$ cat config.mk
export PLATFORM = sky130hd
export DESIGN_NAME = fars_top
export DESIGN_NICKNAME = d
export VERILOG_FILES = /design/src/pkg/fars_pkg.sv /design/src/rtl/fars_tick.sv /design/src/rtl/fars_top.sv
export SDC_FILE = /design/constraint.sdc
export NUM_CORES = 1
export LEC_CHECK = 0
export ABC_AREA = 0
export BUFFER_PORTS_ARGS = -buffer_cell sky130_fd_sc_hd__buf_2
export CAP_MARGIN = 15
export CORE_MARGIN = 1.5
export CORE_UTILIZATION = 45
export CTS_BUF_LIST = sky130_fd_sc_hd__clkbuf_8
export DETAILED_ROUTE_END_ITERATION = 8
export SYNTH_ARGS = -nofsm -noshare
export SYNTH_HDL_FRONTEND = slang
export SYNTH_SLANG_ARGS = --single-unit
export TNS_END_PERCENT = 100
$ cat constraint.sdc
create_clock -name i_sys_clk -period 3.25 [get_ports i_sys_clk]
set_clock_uncertainty 0.05 [all_clocks]
set_input_delay 0.1625 -clock i_sys_clk [delete_from_list [all_inputs] [get_ports i_sys_clk]]
set_output_delay 0.1625 -clock i_sys_clk [all_outputs]
set_load 0.05 [all_outputs]
$ cat src/pkg/fars_pkg.sv
// constants and state encoding for the fault auto-restart sequencer
// assumes one 20 mhz system clock and seconds-resolution settings
package fars_pkg;
  // ----------------------------------------------------------------
  // clock and timing
  // ----------------------------------------------------------------
  localparam int unsigned CLK_HZ      = 20000000;
  localparam int unsigned SEC_NS      = 1000000000;
  localparam int unsigned CLK_NS      = SEC_NS / CLK_HZ;
  localparam int unsigned TICK_SEC    = 1;
  localparam int unsigned TICK_CYCLES = TICK_SEC * (SEC_NS / CLK_NS);

  // ----------------------------------------------------------------
  // setting widths, ranges and defaults
  // ----------------------------------------------------------------
  localparam int SECS_W = 13;
  localparam int ATT_W  = 4;
  localparam int OUT_W  = SECS_W + ATT_W;
  localparam logic [SECS_W-1:0] DELAY_MAX     = 13'h1c20;
  localparam logic [SECS_W-1:0] DELAY_DEF     = 13'h0000;
  localparam logic [ATT_W-1:0]  ATT_MAX       = 4'ha;
  localparam logic [ATT_W-1:0]  ATT_DEF       = 4'h0;
  localparam logic [SECS_W-1:0] TFREE_MIN     = 13'h0078;
  localparam logic [SECS_W-1:0] TFREE_MAX     = 13'h1c20;
  localparam logic [SECS_W-1:0] TFREE_DEF     = 13'h0258;
  localparam logic              RESTART_EN_DEF = 1'b0;

  // ----------------------------------------------------------------
  // sequencer states
  // ----------------------------------------------------------------
  typedef enum logic [3:0] {
    ST_IDLE  = 4'h1,
    ST_DELAY = 4'h2,
    ST_RUN   = 4'h4,
    ST_DONE  = 4'h8
  } fars_state_type;
endpackage

$ cat src/rtl/fars_tick.sv
// one-second tick generator for the restart timers
// assumes a free-running system clock; period set by the top
`timescale 1ns/1ps
module fars_tick #(
  parameter int unsigned TICK_CYCLES = 20000000
) (
  input  wire logic i_sys_clk,
  input  wire logic i_rst_n,
  output logic      o_tick
);
  // ----------------------------------------------------------------
  // prescaler
  // ----------------------------------------------------------------
  logic [31:0] cnt_q;
  logic [31:0] cnt_d;
  logic        tick_q;
  logic        tick_d;

  // count up to the last cycle, then pulse for one cycle
  always_comb begin
    tick_d = 1'b0;
    cnt_d  = cnt_q + 32'h1;
    if (cnt_q >= TICK_CYCLES - 1) begin
      cnt_d  = 32'h0;
      tick_d = 1'b1;
    end
  end

  always_ff @(posedge i_sys_clk or negedge i_rst_n) begin
    if (!i_rst_n) begin
      cnt_q  <= 32'h0;
      tick_q <= 1'b0;
    end else begin
      cnt_q  <= cnt_d;
      tick_q <= tick_d;
    end
  end

  assign o_tick = tick_q;
endmodule

$ cat src/rtl/fars_top.sv
// fault auto-restart sequencer: retries a tripped starter after a delay
// assumes trip, power-up and outage inputs come from logic on i_sys_clk;
// start, stop and reset inputs are pins and are synchronised here
`timescale 1ns/1ps
module fars_top
  import fars_pkg::*;
#(
  parameter int unsigned TICK_CYCLES_P = TICK_CYCLES
) (
  input  wire logic              i_sys_clk,
  input  wire logic              i_rst_n,
  input  wire logic              i_restart_en,
  input  wire logic [SECS_W-1:0] i_reset_delay,
  input  wire logic [ATT_W-1:0]  i_attempt_limit,
  input  wire logic [SECS_W-1:0] i_trip_free,
  input  wire logic              i_hand_sel,
  input  wire logic              i_two_wire,
  input  wire logic              i_start,
  input  wire logic              i_stop,
  input  wire logic              i_reset_in,
  input  wire logic              i_trip,
  input  wire logic              i_power_up,
  input  wire logic [OUT_W-1:0]  i_outage_secs,
  input  wire logic              i_saved_start,
  output logic                   o_clear_trip,
  output logic                   o_restart,
  output logic                   o_pending,
  output logic                   o_exceeded,
  output logic [ATT_W-1:0]       o_attempts_left,
  output logic [SECS_W-1:0]      o_delay_left,
  output logic [SECS_W-1:0]      o_tfree_left
);
  // ----------------------------------------------------------------
  // pin synchronisers
  // ----------------------------------------------------------------
  logic [2:0] meta_q;
  logic [2:0] sync_q;
  logic       start_prev_q;
  logic [2:0] armed_q;

  // first stage is read only by the second stage
  // armed_q fills once the stages hold a real pin level, so a start
  // held across reset is not mistaken for a rising edge
  always_ff @(posedge i_sys_clk or negedge i_rst_n) begin
    if (!i_rst_n) begin
      meta_q       <= 3'h0;
      sync_q       <= 3'h0;
      start_prev_q <= 1'b0;
      armed_q      <= 3'h0;
    end else begin
      meta_q       <= {i_reset_in, i_stop, i_start};
      sync_q       <= meta_q;
      start_prev_q <= sync_q[0];
      armed_q      <= {armed_q[1:0], 1'b1};
    end
  end

  logic start_s;
  logic stop_s;
  logic reset_s;
  logic start_rise;
  logic start_fall;
  assign start_s    = sync_q[0];
  assign stop_s     = sync_q[1];
  assign reset_s    = sync_q[2];
  assign start_rise = start_s & ~start_prev_q & armed_q[2];
  assign start_fall = ~start_s & start_prev_q & armed_q[2];

  // ----------------------------------------------------------------
  // settings clamped into range
  // ----------------------------------------------------------------
  // clamping keeps an out-of-range setting from stalling a timer
  function automatic logic [SECS_W-1:0] clamp_s(input logic [SECS_W-1:0] v,
                                                input logic [SECS_W-1:0] lo,
                                                input logic [SECS_W-1:0] hi);
    clamp_s = (v < lo) ? lo : ((v > hi) ? hi : v);
  endfunction

  logic [SECS_W-1:0] delay_set;
  logic [SECS_W-1:0] tfree_set;
  logic [ATT_W-1:0]  att_set;
  logic [OUT_W-1:0]  outage_limit;
  assign delay_set = clamp_s(i_reset_delay, DELAY_DEF, DELAY_MAX);
  assign tfree_set = clamp_s(i_trip_free, TFREE_MIN, TFREE_MAX);
  assign att_set   = (i_attempt_limit > ATT_MAX) ? ATT_MAX : i_attempt_limit;
  assign outage_limit = OUT_W'(delay_set) * OUT_W'(att_set);

  // ----------------------------------------------------------------
  // seconds tick
  // ----------------------------------------------------------------
  logic tick;
  fars_tick #(
    .TICK_CYCLES (TICK_CYCLES_P)
  ) u_tick (
    .i_sys_clk (i_sys_clk),
    .i_rst_n   (i_rst_n),
    .o_tick    (tick)
  );

  // ----------------------------------------------------------------
  // sequencer
  // ----------------------------------------------------------------
  fars_state_type    state_q;
  fars_state_type    state_d;
  logic [ATT_W-1:0]  att_q;
  logic [ATT_W-1:0]  att_d;
  logic [SECS_W-1:0] dly_q;
  logic [SECS_W-1:0] dly_d;
  logic [SECS_W-1:0] tf_q;
  logic [SECS_W-1:0] tf_d;
  logic              clr_q;
  logic              clr_d;
  logic              rst_q;
  logic              rst_d;

  logic user_reset;
  logic stop_3w;
  logic active;
  assign user_reset = reset_s | (i_two_wire & start_rise);
  assign stop_3w    = ~i_two_wire & stop_s;
  assign active     = (state_q == ST_DELAY) | (state_q == ST_RUN);

  // priority: hand, then terminations, then user reset, then sequence
  always_comb begin
    state_d = state_q;
    att_d   = att_q;
    dly_d   = dly_q;
    tf_d    = tf_q;
    clr_d   = 1'b0;
    rst_d   = 1'b0;
    if (user_reset) begin
      clr_d = 1'b1;
    end
    if (!i_restart_en || i_hand_sel) begin
      state_d = ST_IDLE;
      att_d   = att_set;
      dly_d   = delay_set;
      tf_d    = tfree_set;
    end else if (active && i_two_wire && start_fall) begin
      state_d = ST_IDLE;
      att_d   = att_set;
      dly_d   = delay_set;
      tf_d    = tfree_set;
    end else if ((active || state_q == ST_DONE) && stop_3w) begin
      state_d = ST_IDLE;
      att_d   = att_set;
      dly_d   = delay_set;
      tf_d    = tfree_set;
    end else if (state_q != ST_IDLE && user_reset) begin
      // user reset reinitialises, releases exceeded hold
      state_d = ST_IDLE;
      att_d   = att_set;
      dly_d   = delay_set;
      tf_d    = tfree_set;
    end else if (active && i_power_up) begin
      if (i_outage_secs > outage_limit) begin
        // outage too long, terminate and hold
        state_d = ST_DONE;
      end else if (!i_two_wire && !i_saved_start) begin
        // no saved start, do not resume
        state_d = ST_IDLE;
        att_d   = att_set;
        dly_d   = delay_set;
        tf_d    = tfree_set;
      end else if (state_q == ST_DELAY) begin
        if (OUT_W'(dly_q) > i_outage_secs) begin
          dly_d = dly_q - i_outage_secs[SECS_W-1:0];
        end else begin
          dly_d = '0;
        end
      end
    end else begin
      case (state_q)
        ST_IDLE: begin
          att_d = att_set;
          dly_d = delay_set;
          tf_d  = tfree_set;
          if (i_trip) begin
            state_d = (att_set != 4'h0) ? ST_DELAY : ST_DONE;
          end
        end
        ST_DELAY: begin
          if (dly_q == 13'h0000) begin
            clr_d   = 1'b1;
            rst_d   = 1'b1;
            att_d   = att_q - 4'h1;
            tf_d    = tfree_set;
            state_d = ST_RUN;
          end else if (tick) begin
            dly_d = dly_q - 13'h0001;
          end
        end
        ST_RUN: begin
          if (i_trip) begin
            dly_d   = delay_set;
            state_d = (att_q != 4'h0) ? ST_DELAY : ST_DONE;
          end else if (tf_q == 13'h0000) begin
            att_d   = att_set;
            state_d = ST_IDLE;
          end else if (tick) begin
            tf_d = tf_q - 13'h0001;
          end
        end
        ST_DONE: begin
          state_d = ST_DONE;
        end
        default: begin
          state_d = ST_IDLE;
        end
      endcase
    end
  end

  always_ff @(posedge i_sys_clk or negedge i_rst_n) begin
    if (!i_rst_n) begin
      state_q <= ST_IDLE;
      att_q   <= ATT_DEF;
      dly_q   <= DELAY_DEF;
      tf_q    <= TFREE_DEF;
      clr_q   <= 1'b0;
      rst_q   <= 1'b0;
    end else begin
      state_q <= state_d;
      att_q   <= att_d;
      dly_q   <= dly_d;
      tf_q    <= tf_d;
      clr_q   <= clr_d;
      rst_q   <= rst_d;
    end
  end

  // ----------------------------------------------------------------
  // status outputs, all registered
  // ----------------------------------------------------------------
  logic pend_q;
  logic exc_q;
  logic pend_d;
  logic exc_d;
  always_comb begin
    pend_d = (state_d == ST_DELAY);
    exc_d  = (state_d == ST_DONE);
  end

  always_ff @(posedge i_sys_clk or negedge i_rst_n) begin
    if (!i_rst_n) begin
      pend_q <= 1'b0;
      exc_q  <= 1'b0;
    end else begin
      pend_q <= pend_d;
      exc_q  <= exc_d;
    end
  end

  assign o_clear_trip    = clr_q;
  assign o_restart       = rst_q;
  assign o_pending       = pend_q;
  assign o_exceeded      = exc_q;
  assign o_attempts_left = att_q;
  assign o_delay_left    = dly_q;
  assign o_tfree_left    = tf_q;
endmodule

## After elaboration in Yosys (flattened, before gate mapping)

Cells that the tools add are included.

- Eq/ne operators: 18
- $lt $le $gt $ge: 8
- Reductions and logical operators: 19
- Bitwise logic cells: 11
- Add/subtract/negate cells: 5
- Multipliers: 1
- Mux-type cells: 72

Operator list:

| operator | number |
|---|---|
| $mux 13 | 27 |
| $mux 4 | 24 |
| $pmux 13 s3 | 2 |
| $add 32x1->32 const B | 1 |
| $ge 32x25->1 const B | 1 |
| $mux 32 | 1 |
| $ne 7x1->1 const B | 4 |
| $gt 13x13->1 const B | 2 |
| $logic_not 13->1 | 2 |
| $sub 13x1->13 const B | 2 |
| $gt 13x17->1 | 1 |
| $gt 17x17->1 | 1 |
| $mul 13x4->17 | 1 |
| $mux 1 | 16 |
| $pmux 4 s4 | 1 |
| $ne 7x2->1 const B | 2 |
| $ne 7x7->1 const B | 2 |
| $lt 13x1->1 const B | 1 |
| $lt 13x7->1 const B | 1 |
| $sub 13x13->13 | 1 |
| $pmux 4 s3 | 1 |
| $reduce_and 6->1 | 2 |
| $eq 4x2->1 const B | 2 |
| $eq 4x4->1 const B | 2 |
| 17 further kinds | 34 |

- Input bits: 58
- Output and inout port bits: 34
- Flip-flop bits (word level): 81

## Logic depth before layout (Yosys ltp)

Gate-level depths: netlist of the first run.

- Depth in word-level cells: 13
- Depth in mapped cells: 29
- Mapped depth without buffers: 27

## Cells and area by module

From an unflattened synthesis of the first run, not the netlist that was laid out.

- Cells, all modules: 863
- Area total of the unflattened synthesis: 7,203.2 um^2

Modules (own cells, without submodules):

| module | cells an instance | times used | area an instance (um^2) |
|---|---|---|---|
| fars_top | 711 | 1 | 5,645.4 |
| fars_tick | 152 | 1 | 1,557.7 |

## Worst setup path before layout of the first run

OpenSTA, ideal clock, no wires.

- Path kind: in2reg
- From: in i_reset_delay[0]
- To: reg dly_q[9] (netlist: o_delay_left[9])
- Cell stages on the path: 28
- Data arrival time: 6.718 ns
- Path buffers: 2
- Setup slack: -3.638 ns
- Data required time: 3.081 ns
- Cell sequence: or4_1 -> o21ai_0 -> a21o_1 -> clkbuf_1 -> nand2_1 -> or2_2 -> fa_1 -> inv_1 -> fa_1 -> ha_1 -> nor2b_1 -> o21a_1 -> o21a_1 -> o211ai_1 -> a21oi_1 -> o31ai_1 -> nor3_1 -> a311oi_1 -> ha_1 -> a21oi_1 -> o21ai_0 -> a211o_1 -> a211oi_1 -> nor2_1 -> a211oi_1 -> clkbuf_1 -> o221ai_1 -> o21a_1

- Cells in the longest elaborated chain, start to end: 10

Ends and longest elaborated chain:

| element | RTL line | text |
|---|---|---|
| from (decl) | fars_top.sv:13 | `input wire logic [SECS_W-1:0] i_reset_delay,` |
| $gt 13x13->1 | fars_top.sv:76 | `clamp_s = (v < lo) ? lo : ((v > hi) ? hi : v);` |
| $mux 13 | fars_top.sv:76 |  |
| $mux 13 * | fars_top.sv:76 |  |
| parallel branches: the longest is 7 deep, another holds $mul 13x4->17 | - |  |
| to (signal assigned) | fars_top.sv:225 | `dly_q <= dly_d;` |
| to (decl) | fars_top.sv:107 | `logic [SECS_W-1:0] dly_q;` |

Mark *: on every way between the ends. The select of a mux whose other input is x is not followed.
A chain may end at the register's enable or synchronous reset.

## Final worst setup path of the first run

- From: in i_reset_delay[0]
- To: reg tf_q[2] (netlist: o_tfree_left[2])

- Cells in the longest elaborated chain, start to end: 7

Ends and longest elaborated chain:

| element | RTL line | text |
|---|---|---|
| $gt 13x13->1 | fars_top.sv:76 |  |
| $mux 13 | fars_top.sv:76 |  |
| $mux 13 * | fars_top.sv:76 |  |
| $mul 13x4->17 * | fars_top.sv:86 | `assign outage_limit = OUT_W'(delay_set) * OUT_W'(att_set);` |
| $gt 17x17->1 * | fars_top.sv:156 | `if (i_outage_secs > outage_limit) begin` |
| $ne 6x6->1 (no line) * | - |  |
| $reduce_and 7->1 (no line) * | - |  |
| to (signal assigned) | fars_top.sv:226 | `tf_q <= tf_d;` |
| to (decl) | fars_top.sv:109 | `logic [SECS_W-1:0] tf_q;` |

Every way passes the cells marked *; elsewhere a longest branch is shown, timed or not.

==> results of run 1 <==
[worst max-delay path, cell delays in order]
cell and delay (ns):
buf_6 0.09, or4_4 0.53, o21ai_4 0.16, a21o_4 0.18
nand2_4 0.06, or2_4 0.23, fa_2 0.53, inv_2 0.04
fa_2 0.55, ha_1 0.23, a21o_1 0.17, a21oi_2 0.16
o21bai_1 0.10, a31o_2 0.29, a211oi_2 0.25, o41ai_1 0.12
a21oi_1 0.18, xor2_1 0.17, ha_1 0.26, nand2_1 0.08
o21ai_1 0.07, a211o_1 0.26, a211oi_4 0.24, nor2_2 0.08
o21a_4 0.20, or3_4 0.38, o32a_1 0.35
[cell families after synthesis]
group                    Yosys count
multiplexers                       4
flip-flops                        81
adder cells (fa/ha/maj)           78
buffers and inverters            103
AND/OR/NAND/NOR                  336
other                              2
XOR/XNOR                          52
AO/OA/AOI/OAI                    204
[power by group through the flow]
stage               combinational [mW]  clock [mW]  sequential [mW]
detailed placement                1.26           0             1.12
CTS                               1.32       0.690             1.11
global placement                  1.25           0             1.12
finish                            1.33       0.666             1.11
global route                      1.48       0.727             1.11
floorplan                        0.699           0             1.23
[through the flow]
stage	cells	TNS [ns]	utilization [%]
final	1281	-90.49	60.2
after floorplan	866	-94.48	-
after global routing	1281	-100.19	60.2
after detailed placement	1252	-116.63	56.9
after CTS	1279	-93.62	59.7
after global placement	1252	-113.69	56.9
[worst paths after layout]
path / to / slack [ns] / cells past startpoint
max in group asynchronous: u_tick.cnt_q[23] / 2.01 / 3
setup / recovery: o_tfree_left[2] / -2.70 / 27
hold reg to reg: sync_q[2] / 0.30 / 0
hold / removal: o_tfree_left[9] / 0.07 / 3
min in group asynchronous: o_attempts_left[0] / 0.40 / 2
setup reg to reg: o_tfree_left[2] / 0.18 / 9
[synthesized netlist by cell type, drive strengths merged, types with 4 or more instances]
library cell | instances | area share (%)
or2 | 5 | 0.44
o221ai | 6 | 0.73
o41ai | 6 | 0.73
and3 | 24 | 2.1
clkbuf | 24 | 1.3
o31ai | 9 | 0.94
and2 | 8 | 0.70
a21oi | 56 | 3.9
inv | 76 | 4.0
nor2b | 12 | 1.2
xnor2 | 20 | 2.4
o211ai | 4 | 0.42
nor2 | 113 | 5.9
dfrtp | 76 | 27
nand2 | 50 | 2.6
a211oi | 7 | 0.73
or4 | 6 | 0.68
a211o | 4 | 0.49
dfstp | 5 | 1.8
nand3 | 33 | 2.3
nand4 | 14 | 1.2
a31oi | 9 | 0.79
a21o | 18 | 1.9
nand2b | 11 | 0.96
a22oi | 5 | 0.52
o21ai | 30 | 2.1
xor2 | 32 | 3.9
fa | 23 | 6.4
or3 | 12 | 1.3
a31o | 4 | 0.49
nor4b | 4 | 0.49
ha | 55 | 9.6
nor4 | 10 | 0.87
nor3 | 20 | 1.4
o21a | 13 | 1.5
o2bb2ai | 5 | 0.61
o22ai | 7 | 0.61
[timing repair]
action | 4_1_cts | 5_1_grt
pin swaps | 12 | 5
gates resized for setup | 33 | 8
setup buffers | 7 | 2
hold buffers | 4 | 0
hold endpoints to repair | 69 | 0
endpoints found under the setup margin | 36 | 36
[state kept, by name, indices dropped and copies added (netlist names)]
| register | flops |
|---|---|
| state_q | 4 |
| u_tick.cnt_q | 32 |
| u_tick.o_tick | 1 |
| armed_q | 3 |
| sync_q | 3 |
| o_clear_trip | 1 |
| o_tfree_left | 13 |
| o_pending | 1 |
| o_delay_left | 13 |
| o_restart | 1 |
| meta_q | 3 |
| o_attempts_left | 4 |
| o_exceeded | 1 |
| start_prev_q | 1 |
[final cells by class]
| type | instances | area, µm² | share of cell area, % |
|---|---|---|---|
| clock buffer | 10 | 138 | 1.49 |
| tap | 211 | 264 | 2.86 |
| sequential | 81 | 2030 | 22.0 |
| timing repair buffer | 215 | 1460 | 15.8 |
| clock inverter | 6 | 36.3 | 0.392 |
| inverter | 76 | 285 | 3.09 |
| multi-input combinational | 682 | 5030 | 54.4 |
[metal layers]
metal / track usage (%) / part of all wire [%] / vias to the layer above
li1: - / - / 3467
met1: 38.2 / 50 / 3318
met2: 38.6 / 44 / 191
met3: 3.55 / 5.4 / 19
met4: 5.09 / 1.0 / 0
met5: 0 / 0 / -
==> results.sh, run 1 <==
export IMPL_status="finished, violations left"
export IMPL_violations="negative setup slack"
export IMPL_drt_iter0_drc=571
export IMPL_leakage_nw=4.45
export IMPL_worst_slack_ns=-2.70
export IMPL_wl_per_cell_um=15.6
export IMPL_area_growth_pct=29.1
export IMPL_r2r_start="o_delay_left[0]"
export IMPL_antenna_cells=0
export IMPL_port_buffers=91
export IMPL_drc_errors=0
export IMPL_period_share_pct=183
export IMPL_pwr_share_seq_pct=35.7
export IMPL_io_pins=92
export IMPL_p_int_mw=1.94
export IMPL_die_area_um2=16700
export IMPL_routabilityCongestion=0.931
export IMPL_dp_hpwl_um=15800
export IMPL_place_area_um2=8750
export IMPL_gr_total_overflow=0
export IMPL_min_from="i_trip_free[9]"
export IMPL_final_common_cell="buf_4"
export IMPL_grtUsageTotal_pct=25.3
export IMPL_peakVddDrop_mv=0.212
export IMPL_grt_pass1_wl_um=33400
export IMPL_synth_distinct_cells=68
export IMPL_synth_area_um2=7160
export IMPL_die_w_um=129
export IMPL_fill_cells=1453
export IMPL_report_final_slew_viol_count=0
export IMPL_synthSimpleGateAreaFrac_pct=23.8
export IMPL_wl_um=20000
export IMPL_final_cell_mix="buf_4 (114), nor2_1 (110), buf_2 (88)"
export IMPL_synthFlopType="dfrtp_1"
export IMPL_crit_arrival_ns=6.15
export IMPL_cts_sinks=81
export IMPL_syn_area_per_cell_um2=8.33
export IMPL_htree_levels=3
export IMPL_die_h_um=129
export IMPL_critPathLaunch="i_reset_delay[0]"
export IMPL_min_path_type="in2reg"
export IMPL_synth_edf_count=0
export IMPL_max_freq_ghz=0.168
export IMPL_synthArstFlopShare_pct=100
export IMPL_finalCriticalPeriod_ns=5.95
export IMPL_start_kind="input port"
export IMPL_drt_pass1_iter_count=5
export IMPL_setup_viol=36
export IMPL_nNetsFinal=1201
export IMPL_crit_path_end_kind="flop"
export IMPL_core_area_um2=15400
export IMPL_final_area_um2=9250
export IMPL_cts_root_buf="clkbuf_8"
export IMPL_power_density_nw_per_um2=335
export IMPL_antenna_found_initial=0
export IMPL_fp_row_count=45
export IMPL_synth_top_family_by_area="simple AND/OR/NAND/NOR gates"
export IMPL_synth_xor_area_share_pct=6.36
export IMPL_ys_warnings_count=0
export IMPL_clk_latency_ns=0.36
export IMPL_ant_nets=0
export IMPL_synth_seq_cells=81
export IMPL_max_slew_margin_pct=37.5
export IMPL_crit_type="in2reg"
export IMPL_cts_path_max_buffers=2
export IMPL_via_per_inst=5.46
export IMPL_grt_max_degree=73
export IMPL_synthMuxAreaShare_pct=0.577
export IMPL_path_clk_slew_ns=0.08
export IMPL_hold_slack_ns=0.0660
export IMPL_grt_pass1_vias=6603
export IMPL_route_vias_total=6995
export IMPL_yosysSeqAreaShare_pct=28.4
export IMPL_syn_inst=860
export IMPL_sw_frac_of_total_pct=37.5
export IMPL_p_comb_share_pct=42.8
export IMPL_required_ns=3.45
export IMPL_layout_drive_gt1_share_pct=27.1
export IMPL_cts_tree="built"
export IMPL_rsz0062_at_grt="true"
export IMPL_finalPower_mw=3.10
export IMPL_pwr_share_clk_pct=21.5
export IMPL_cts_buffers=9
export IMPL_synthAdderAreaFrac_pct=16.0
export IMPL_finalHoldViolations=0
export IMPL_synth_compound_area_share_pct=19.1
export IMPL_path_max_fanout=7
export IMPL_initial_core_util_pct=46.6
export IMPL_place_ws_ns=-3.43
export IMPL_drv_cap=0
export IMPL_tightest_slew_ns=0.937
export IMPL_p_switching_mw=1.16
Power figures use the tool's default switching activity.
==> inputs of run 2 (changes only) <==
--- a/config.mk
+++ b/config.mk
@@ -12,6 +12,7 @@
 export CORE_UTILIZATION = 45
 export CTS_BUF_LIST = sky130_fd_sc_hd__clkbuf_8
 export DETAILED_ROUTE_END_ITERATION = 8
+export PLACE_DENSITY_LB_ADDON = 0.25
 export SYNTH_ARGS = -nofsm -noshare
 export SYNTH_HDL_FRONTEND = slang
 export SYNTH_SLANG_ARGS = --single-unit
==> run 2 against run 1 <==
The flow still finishes with violations (negative setup slack). Flip-flop and latch count is the same. Register-to-register slack lost 0.30 ns. Sequential power is essentially flat. First-iteration DRC count grew 1.2%. Power grew 4.7%. Core utilization grew 0.94 points. Critical path type unchanged.
==> results.sh, run 2 (synthesized netlist as in run 1, its figures left out) <==
export IMPL_slowest_stage="or4_4"
export IMPL_critPathCapture="o_tfree_left[2]"
export IMPL_critical_path_top_delay_family="compound AO/OA/AOI/OAI gates"
export IMPL_max_slew_margin_pct=32.3
export IMPL_htree_levels=3
export IMPL_slowest_delay_ns=0.55
export IMPL_die_h_um=129
export IMPL_route_vias_total=7118
export IMPL_largest_reg_flops=32
export IMPL_antenna_found_initial=0
export IMPL_min_path_type="in2reg"
export IMPL_finalCriticalPeriod_ns=6.02
export IMPL_grt_pass1_vias=6705
export IMPL_drv_cap=0
export IMPL_cts_root_buf="clkbuf_8"
export IMPL_use_met2_pct=40.1
export IMPL_ant_nets=0
export IMPL_via_per_inst=5.57
export IMPL_worst_slack_ns=-2.77
export IMPL_cp_common_cell="fa_2"
export IMPL_r2r_cells=11
export IMPL_report_final_slew_viol_count=0
export IMPL_r2r_start="state_q[2]"
export IMPL_crit_type="in2reg"
export IMPL_drc_errors=0
export IMPL_wl_um=20400
export IMPL_status="finished, violations left"
export IMPL_path_clk_slew_ns=0.09
export IMPL_max_freq_ghz=0.166
export IMPL_wl_per_cell_um=16.0
export IMPL_io_pins=92
export IMPL_clk_latency_ns=0.38
export IMPL_period_share_pct=185
export IMPL_area_growth_pct=31.2
export IMPL_drt_iter0_drc=578
export IMPL_largest_register="u_tick.cnt_q"
export IMPL_gr_total_overflow=0
export IMPL_cts_buffers=9
export IMPL_grt_busiest_layer="met2"
export IMPL_die_area_um2=16700
export IMPL_fin_util_pct=61.1
export IMPL_fp_row_count=45
export IMPL_required_ns=3.46
export IMPL_finalHoldViolations=0
export IMPL_drt_pass1_iter_count=5
export IMPL_leakage_nw=4.51
export IMPL_die_w_um=129
export IMPL_grt_pass1_wl_um=32800
export IMPL_grt_max_degree=82
export IMPL_grtUsageTotal_pct=24.9
export IMPL_routabilityCongestion=0.924
export IMPL_place_area_um2=8700
export IMPL_finalPower_mw=3.24
export IMPL_dp_hpwl_um=15400
export IMPL_power_density_nw_per_um2=345
export IMPL_worst_path_buf_inv=3
export IMPL_start_kind="input port"
export IMPL_port_buffers=91
export IMPL_layout_drive_gt1_share_pct=29.1
export IMPL_peakVddDrop_mv=0.241
export IMPL_initial_core_util_pct=46.6
export IMPL_fill_cells=1366
export IMPL_antenna_cells=0
export IMPL_crit_arrival_ns=6.23
export IMPL_cts_sinks=81
export IMPL_path_max_fanout=6
export IMPL_hold_slack_ns=0.0721
export IMPL_use_met1_pct=34.8
export IMPL_cts_tree="built"
export IMPL_setup_viol=36
export IMPL_rr_endpoint="o_delay_left[6]"
export IMPL_gr_usage_met3_pct=4.50
export IMPL_nNetsFinal=1199
export IMPL_r2r_slack_ns=-0.12
export IMPL_crit_cells=27
export IMPL_final_cell_mix="nor2_1 (104), buf_4 (104), buf_2 (88)"
export IMPL_rsz0062_at_grt="true"
export IMPL_cts_path_max_buffers=2
export IMPL_critPathLaunch="i_reset_delay[0]"
export IMPL_tightest_slew_ns=1.02
export IMPL_crit_path_end_kind="flop"
export IMPL_final_area_um2=9390
export IMPL_violations="negative setup slack"
export IMPL_core_area_um2=15400
-- run 2: cell count changes in the layout (fill, tap and decap cells not counted), moves of 3 or more --
cell,delta
o221ai_1,-4
o21ai_2,+3
nand3_1,-4
nor2_2,+5
nand3_2,+4
buf_4,-10
o221ai_2,+4
a21oi_1,-5
a21oi_2,+5
nor2_1,-6
buf_6,+7
-- run 2: area by class of cell --
class | count | area, µm² | share of cell area (%)
sequential | 81 | 2030 | 21.6
clock buffer | 9 | 124 | 1.32
clock inverter | 6 | 91.3 | 0.973
tap | 211 | 264 | 2.81
multi-input combinational | 682 | 5100 | 54.3
inverter | 76 | 285 | 3.04
timing repair buffer | 213 | 1490 | 15.9
-- run 2: worst min path at each step --
| stage | start | endpoint | slack (ns) | cells after the start |
|---|---|---|---|---|
| 2_1_floorplan | i_rst_n | armed_q[0] | -0.18 | 0 |
| 3_3_place_gp | i_stop | meta_q[1] | 0.22 | 1 |
| 3_5_place_dp | i_stop | meta_q[1] | 0.22 | 1 |
| 4_1_cts | i_trip_free[9] | o_tfree_left[9] | 0.06 | 3 |
| 5_1_grt | i_trip_free[9] | o_tfree_left[9] | 0.08 | 3 |
| 6_report | i_trip_free[9] | o_tfree_left[9] | 0.07 | 3 |
-- run 2: worst min-delay path, cell delays in order --
cell and delay (ns):
buf_2 0.10, a31oi_1 0.08, o21ai_2 0.13
-- run 2: routing by layer --
layer	wire length [µm]	vias up
met5	0	-
met4	311	0
met3	1290	25
met2	9370	251
met1	9410	3387
li1	-	3455
-- run 2: power by group --
group	total [mW]	switching [mW]	leakage [nW]	internal (mW)
clock network	0.824	0.390	0.110	0.434
logic	1.31	0.736	3.39	0.573
registers	1.11	0.0557	1.01	1.06
total	3.24	1.18	4.51	2.06
-- run 2: repair_timing --
| action | in CTS | in global routing |
|---|---|---|
| setup endpoints to repair | 36 | 36 |
| hold endpoints to repair | 79 | 0 |
| gates resized for setup | 24 | 45 |
| gates cloned | 0 | 1 |
| pin swaps | 13 | 19 |
| buffers inserted | 4 | 8 |
| hold buffers | 4 | 0 |
-- run 2: stage by stage --
stage | worst slack (ns) | cells | setup TNS, ns
finish | -2.77 | 1278 | -94.59
global route | -3.05 | 1278 | -104.73
CTS | -2.85 | 1269 | -95.84
detailed placement | -3.37 | 1246 | -114.59
global placement | -3.22 | 1246 | -109.50
floorplan | -2.87 | 866 | -94.48
==> inputs of run 3 (changes only) <==
--- a/config.mk
+++ b/config.mk
@@ -8,6 +8,7 @@
 export ABC_AREA = 0
 export BUFFER_PORTS_ARGS = -buffer_cell sky130_fd_sc_hd__buf_2
 export CAP_MARGIN = 15
+export CORE_ASPECT_RATIO = 1.5
 export CORE_MARGIN = 1.5
 export CORE_UTILIZATION = 45
 export CTS_BUF_LIST = sky130_fd_sc_hd__clkbuf_8
==> run 3 against run 2 <==
The run still ends with negative setup slack left. Worst setup slack worse by 0.030 ns. Core utilization fell by 0.66 points. Largest cell class unchanged. Critical path type unchanged. Clock power rose by 5.7%. Flip-flop and latch count unchanged. Non-clock buffer count rose by 4. Largest power group unchanged. First-iteration DRC count fell by 29%. Critical path depth is the same. Wire length up 6.1%. Clock-buffer cell count unchanged. Sequential power about the same. Combinational power rose by 4%. Via count up 2.0%.
==> results.sh, run 3 (synthesized netlist as in run 1, its figures left out) <==
export IMPL_die_w_um=106
export IMPL_r2r_start="state_q[2]"
export IMPL_rsz0062_at_grt="true"
export IMPL_min_path_type="in2reg"
export IMPL_r2r_slack_ns=-0.02
export IMPL_critPathLaunch="i_reset_delay[0]"
export IMPL_antenna_cells=0
export IMPL_hold_end="o_tfree_left[7]"
export IMPL_power_density_nw_per_um2=354
export IMPL_grt_pass1_wl_um=35100
export IMPL_clk_latency_ns=0.37
export IMPL_start_kind="input port"
export IMPL_path_max_fanout=7
export IMPL_stdcell_count=1275
export IMPL_cts_path_max_buffers=2
export IMPL_initial_core_util_pct=45.8
export IMPL_cts_sinks=81
export IMPL_cts_tree="built"
export IMPL_die_area_um2=16700
export IMPL_dp_hpwl_um=16900
export IMPL_final_cell_mix="buf_4 (111), nor2_1 (104), buf_2 (88)"
export IMPL_cts_buffers=9
export IMPL_wl_per_cell_um=17.0
export IMPL_place_ws_ns=-3.29
export IMPL_core_area_um2=15600
export IMPL_finalCriticalPeriod_ns=6.05
export IMPL_routabilityCongestion=0.938
export IMPL_max_freq_ghz=0.165
export IMPL_min_from="i_trip_free[7]"
export IMPL_via_per_inst=5.69
export IMPL_leakage_nw=4.52
export IMPL_crit_type="in2reg"
export IMPL_cts_root_buf="clkbuf_8"
export IMPL_area_growth_pct=31.9
export IMPL_ant_nets=0
export IMPL_report_final_slew_viol_count=0
export IMPL_placed_cells=1242
export IMPL_drt_iter0_drc=412
export IMPL_layout_drive_gt1_share_pct=29.4
export IMPL_status="finished, violations left"
export IMPL_peakVddDrop_mv=0.273
export IMPL_route_vias_total=7257
export IMPL_period_share_pct=186
export IMPL_required_ns=3.46
export IMPL_grt_max_degree=38
export IMPL_largest_register="u_tick.cnt_q"
export IMPL_crit_arrival_ns=6.26
export IMPL_r2r_cells=11
export IMPL_final_area_um2=9440
export IMPL_antenna_found_initial=0
export IMPL_grt_pass1_vias=7382
export IMPL_htree_levels=3
export IMPL_largest_reg_flops=32
export IMPL_tightest_slew_ns=0.903
export IMPL_drt_pass1_iter_count=5
export IMPL_nNetsFinal=1203
export IMPL_die_h_um=157
export IMPL_holdPathStages=3
export IMPL_port_buffers=91
export IMPL_final_common_cell="buf_4"
export IMPL_finalHoldViolations=0
export IMPL_finalPower_mw=3.34
export IMPL_grtUsageTotal_pct=26.5
export IMPL_io_pins=92
export IMPL_fill_cells=1408
export IMPL_setup_viol=36
export IMPL_worst_slack_ns=-2.80
export IMPL_drc_errors=0
export IMPL_gr_total_overflow=0
export IMPL_rr_endpoint="o_delay_left[5]"
export IMPL_max_slew_margin_pct=39.1
export IMPL_violations="negative setup slack"
export IMPL_crit_path_end_kind="flop"
export IMPL_wl_um=21600
export IMPL_fp_row_count=56
export IMPL_drv_cap=0
export IMPL_place_area_um2=8700
export IMPL_path_clk_slew_ns=0.09
[run 3: report_power, final]
group	internal, mW	switching (mW)
clock	0.449	0.423
sequential	1.06	0.0578
combinational	0.591	0.769
[run 3: worst max path at each step]
stage	end	cells past startpoint
6_report	o_tfree_left[2]	27
5_1_grt	o_tfree_left[2]	27
4_1_cts	o_tfree_left[2]	28
3_5_place_dp	o_tfree_left[2]	28
3_3_place_gp	o_tfree_left[2]	28
2_1_floorplan	o_tfree_left[2]	27
[run 3: final cells by class]
class                   count  area (µm²)  area share (%)
inverters                  76         285            3.02
clock inverters             7         108            1.14
clock buffers               9         124            1.31
well taps                 203         254            2.69
flip-flops and latches     81        2030            21.5
repair buffers            217        1490            15.8
multi-input cells         682        5150            54.5
[run 3: through the flow]
step | setup TNS [ns] | util [%] | hold slack (ns)
detailed placement | -112.21 | 55.7 | 0.121
floorplan | -94.48 | - | -0.183
CTS | -93.29 | 58.9 | 0.0554
global placement | -107.99 | 55.7 | 0.124
global route | -106.96 | 60.4 | 0.0823
finish | -95.40 | 60.4 | 0.0572
[run 3: critical path, stage by stage]
cell      delay [ns]
buf_6           0.09
or4_4           0.52
o21ai_2         0.16
a21o_1          0.25
nand2_4         0.08
or2_4           0.23
fa_2            0.53
inv_2           0.04
fa_2            0.45
inv_2           0.07
fa_2            0.19
nor2b_1         0.05
o21a_1          0.19
o21a_1          0.20
o211ai_1        0.25
a21oi_2         0.12
o31ai_4         0.31
xor2_1          0.24
ha_1            0.29
a21oi_1         0.21
o21ai_1         0.10
a211o_1         0.27
a211oi_4        0.26
nor2_4          0.08
o21a_4          0.21
or3_4           0.38
o32a_1          0.34
[run 3: what timing repair did]
| action | CTS | global route |
|---|---|---|
| buffers inserted | 5 | 8 |
| resized for setup | 35 | 41 |
| endpoints found under the hold margin | 33 | 0 |
| endpoints found under the setup margin | 36 | 36 |
| pin swaps | 13 | 15 |
| gates cloned | 1 | 0 |
| hold buffers | 4 | 0 |
[run 3: routing by layer]
metal | global-route usage, % | vias to the layer above | share of wire (%)
li1 | - | 3471 | -
met1 | 28.3 | 3506 | 38
met2 | 50.6 | 219 | 54
met3 | 3.89 | 61 | 4.7
met4 | 12.7 | 0 | 4.1
met5 | 0 | - | 0
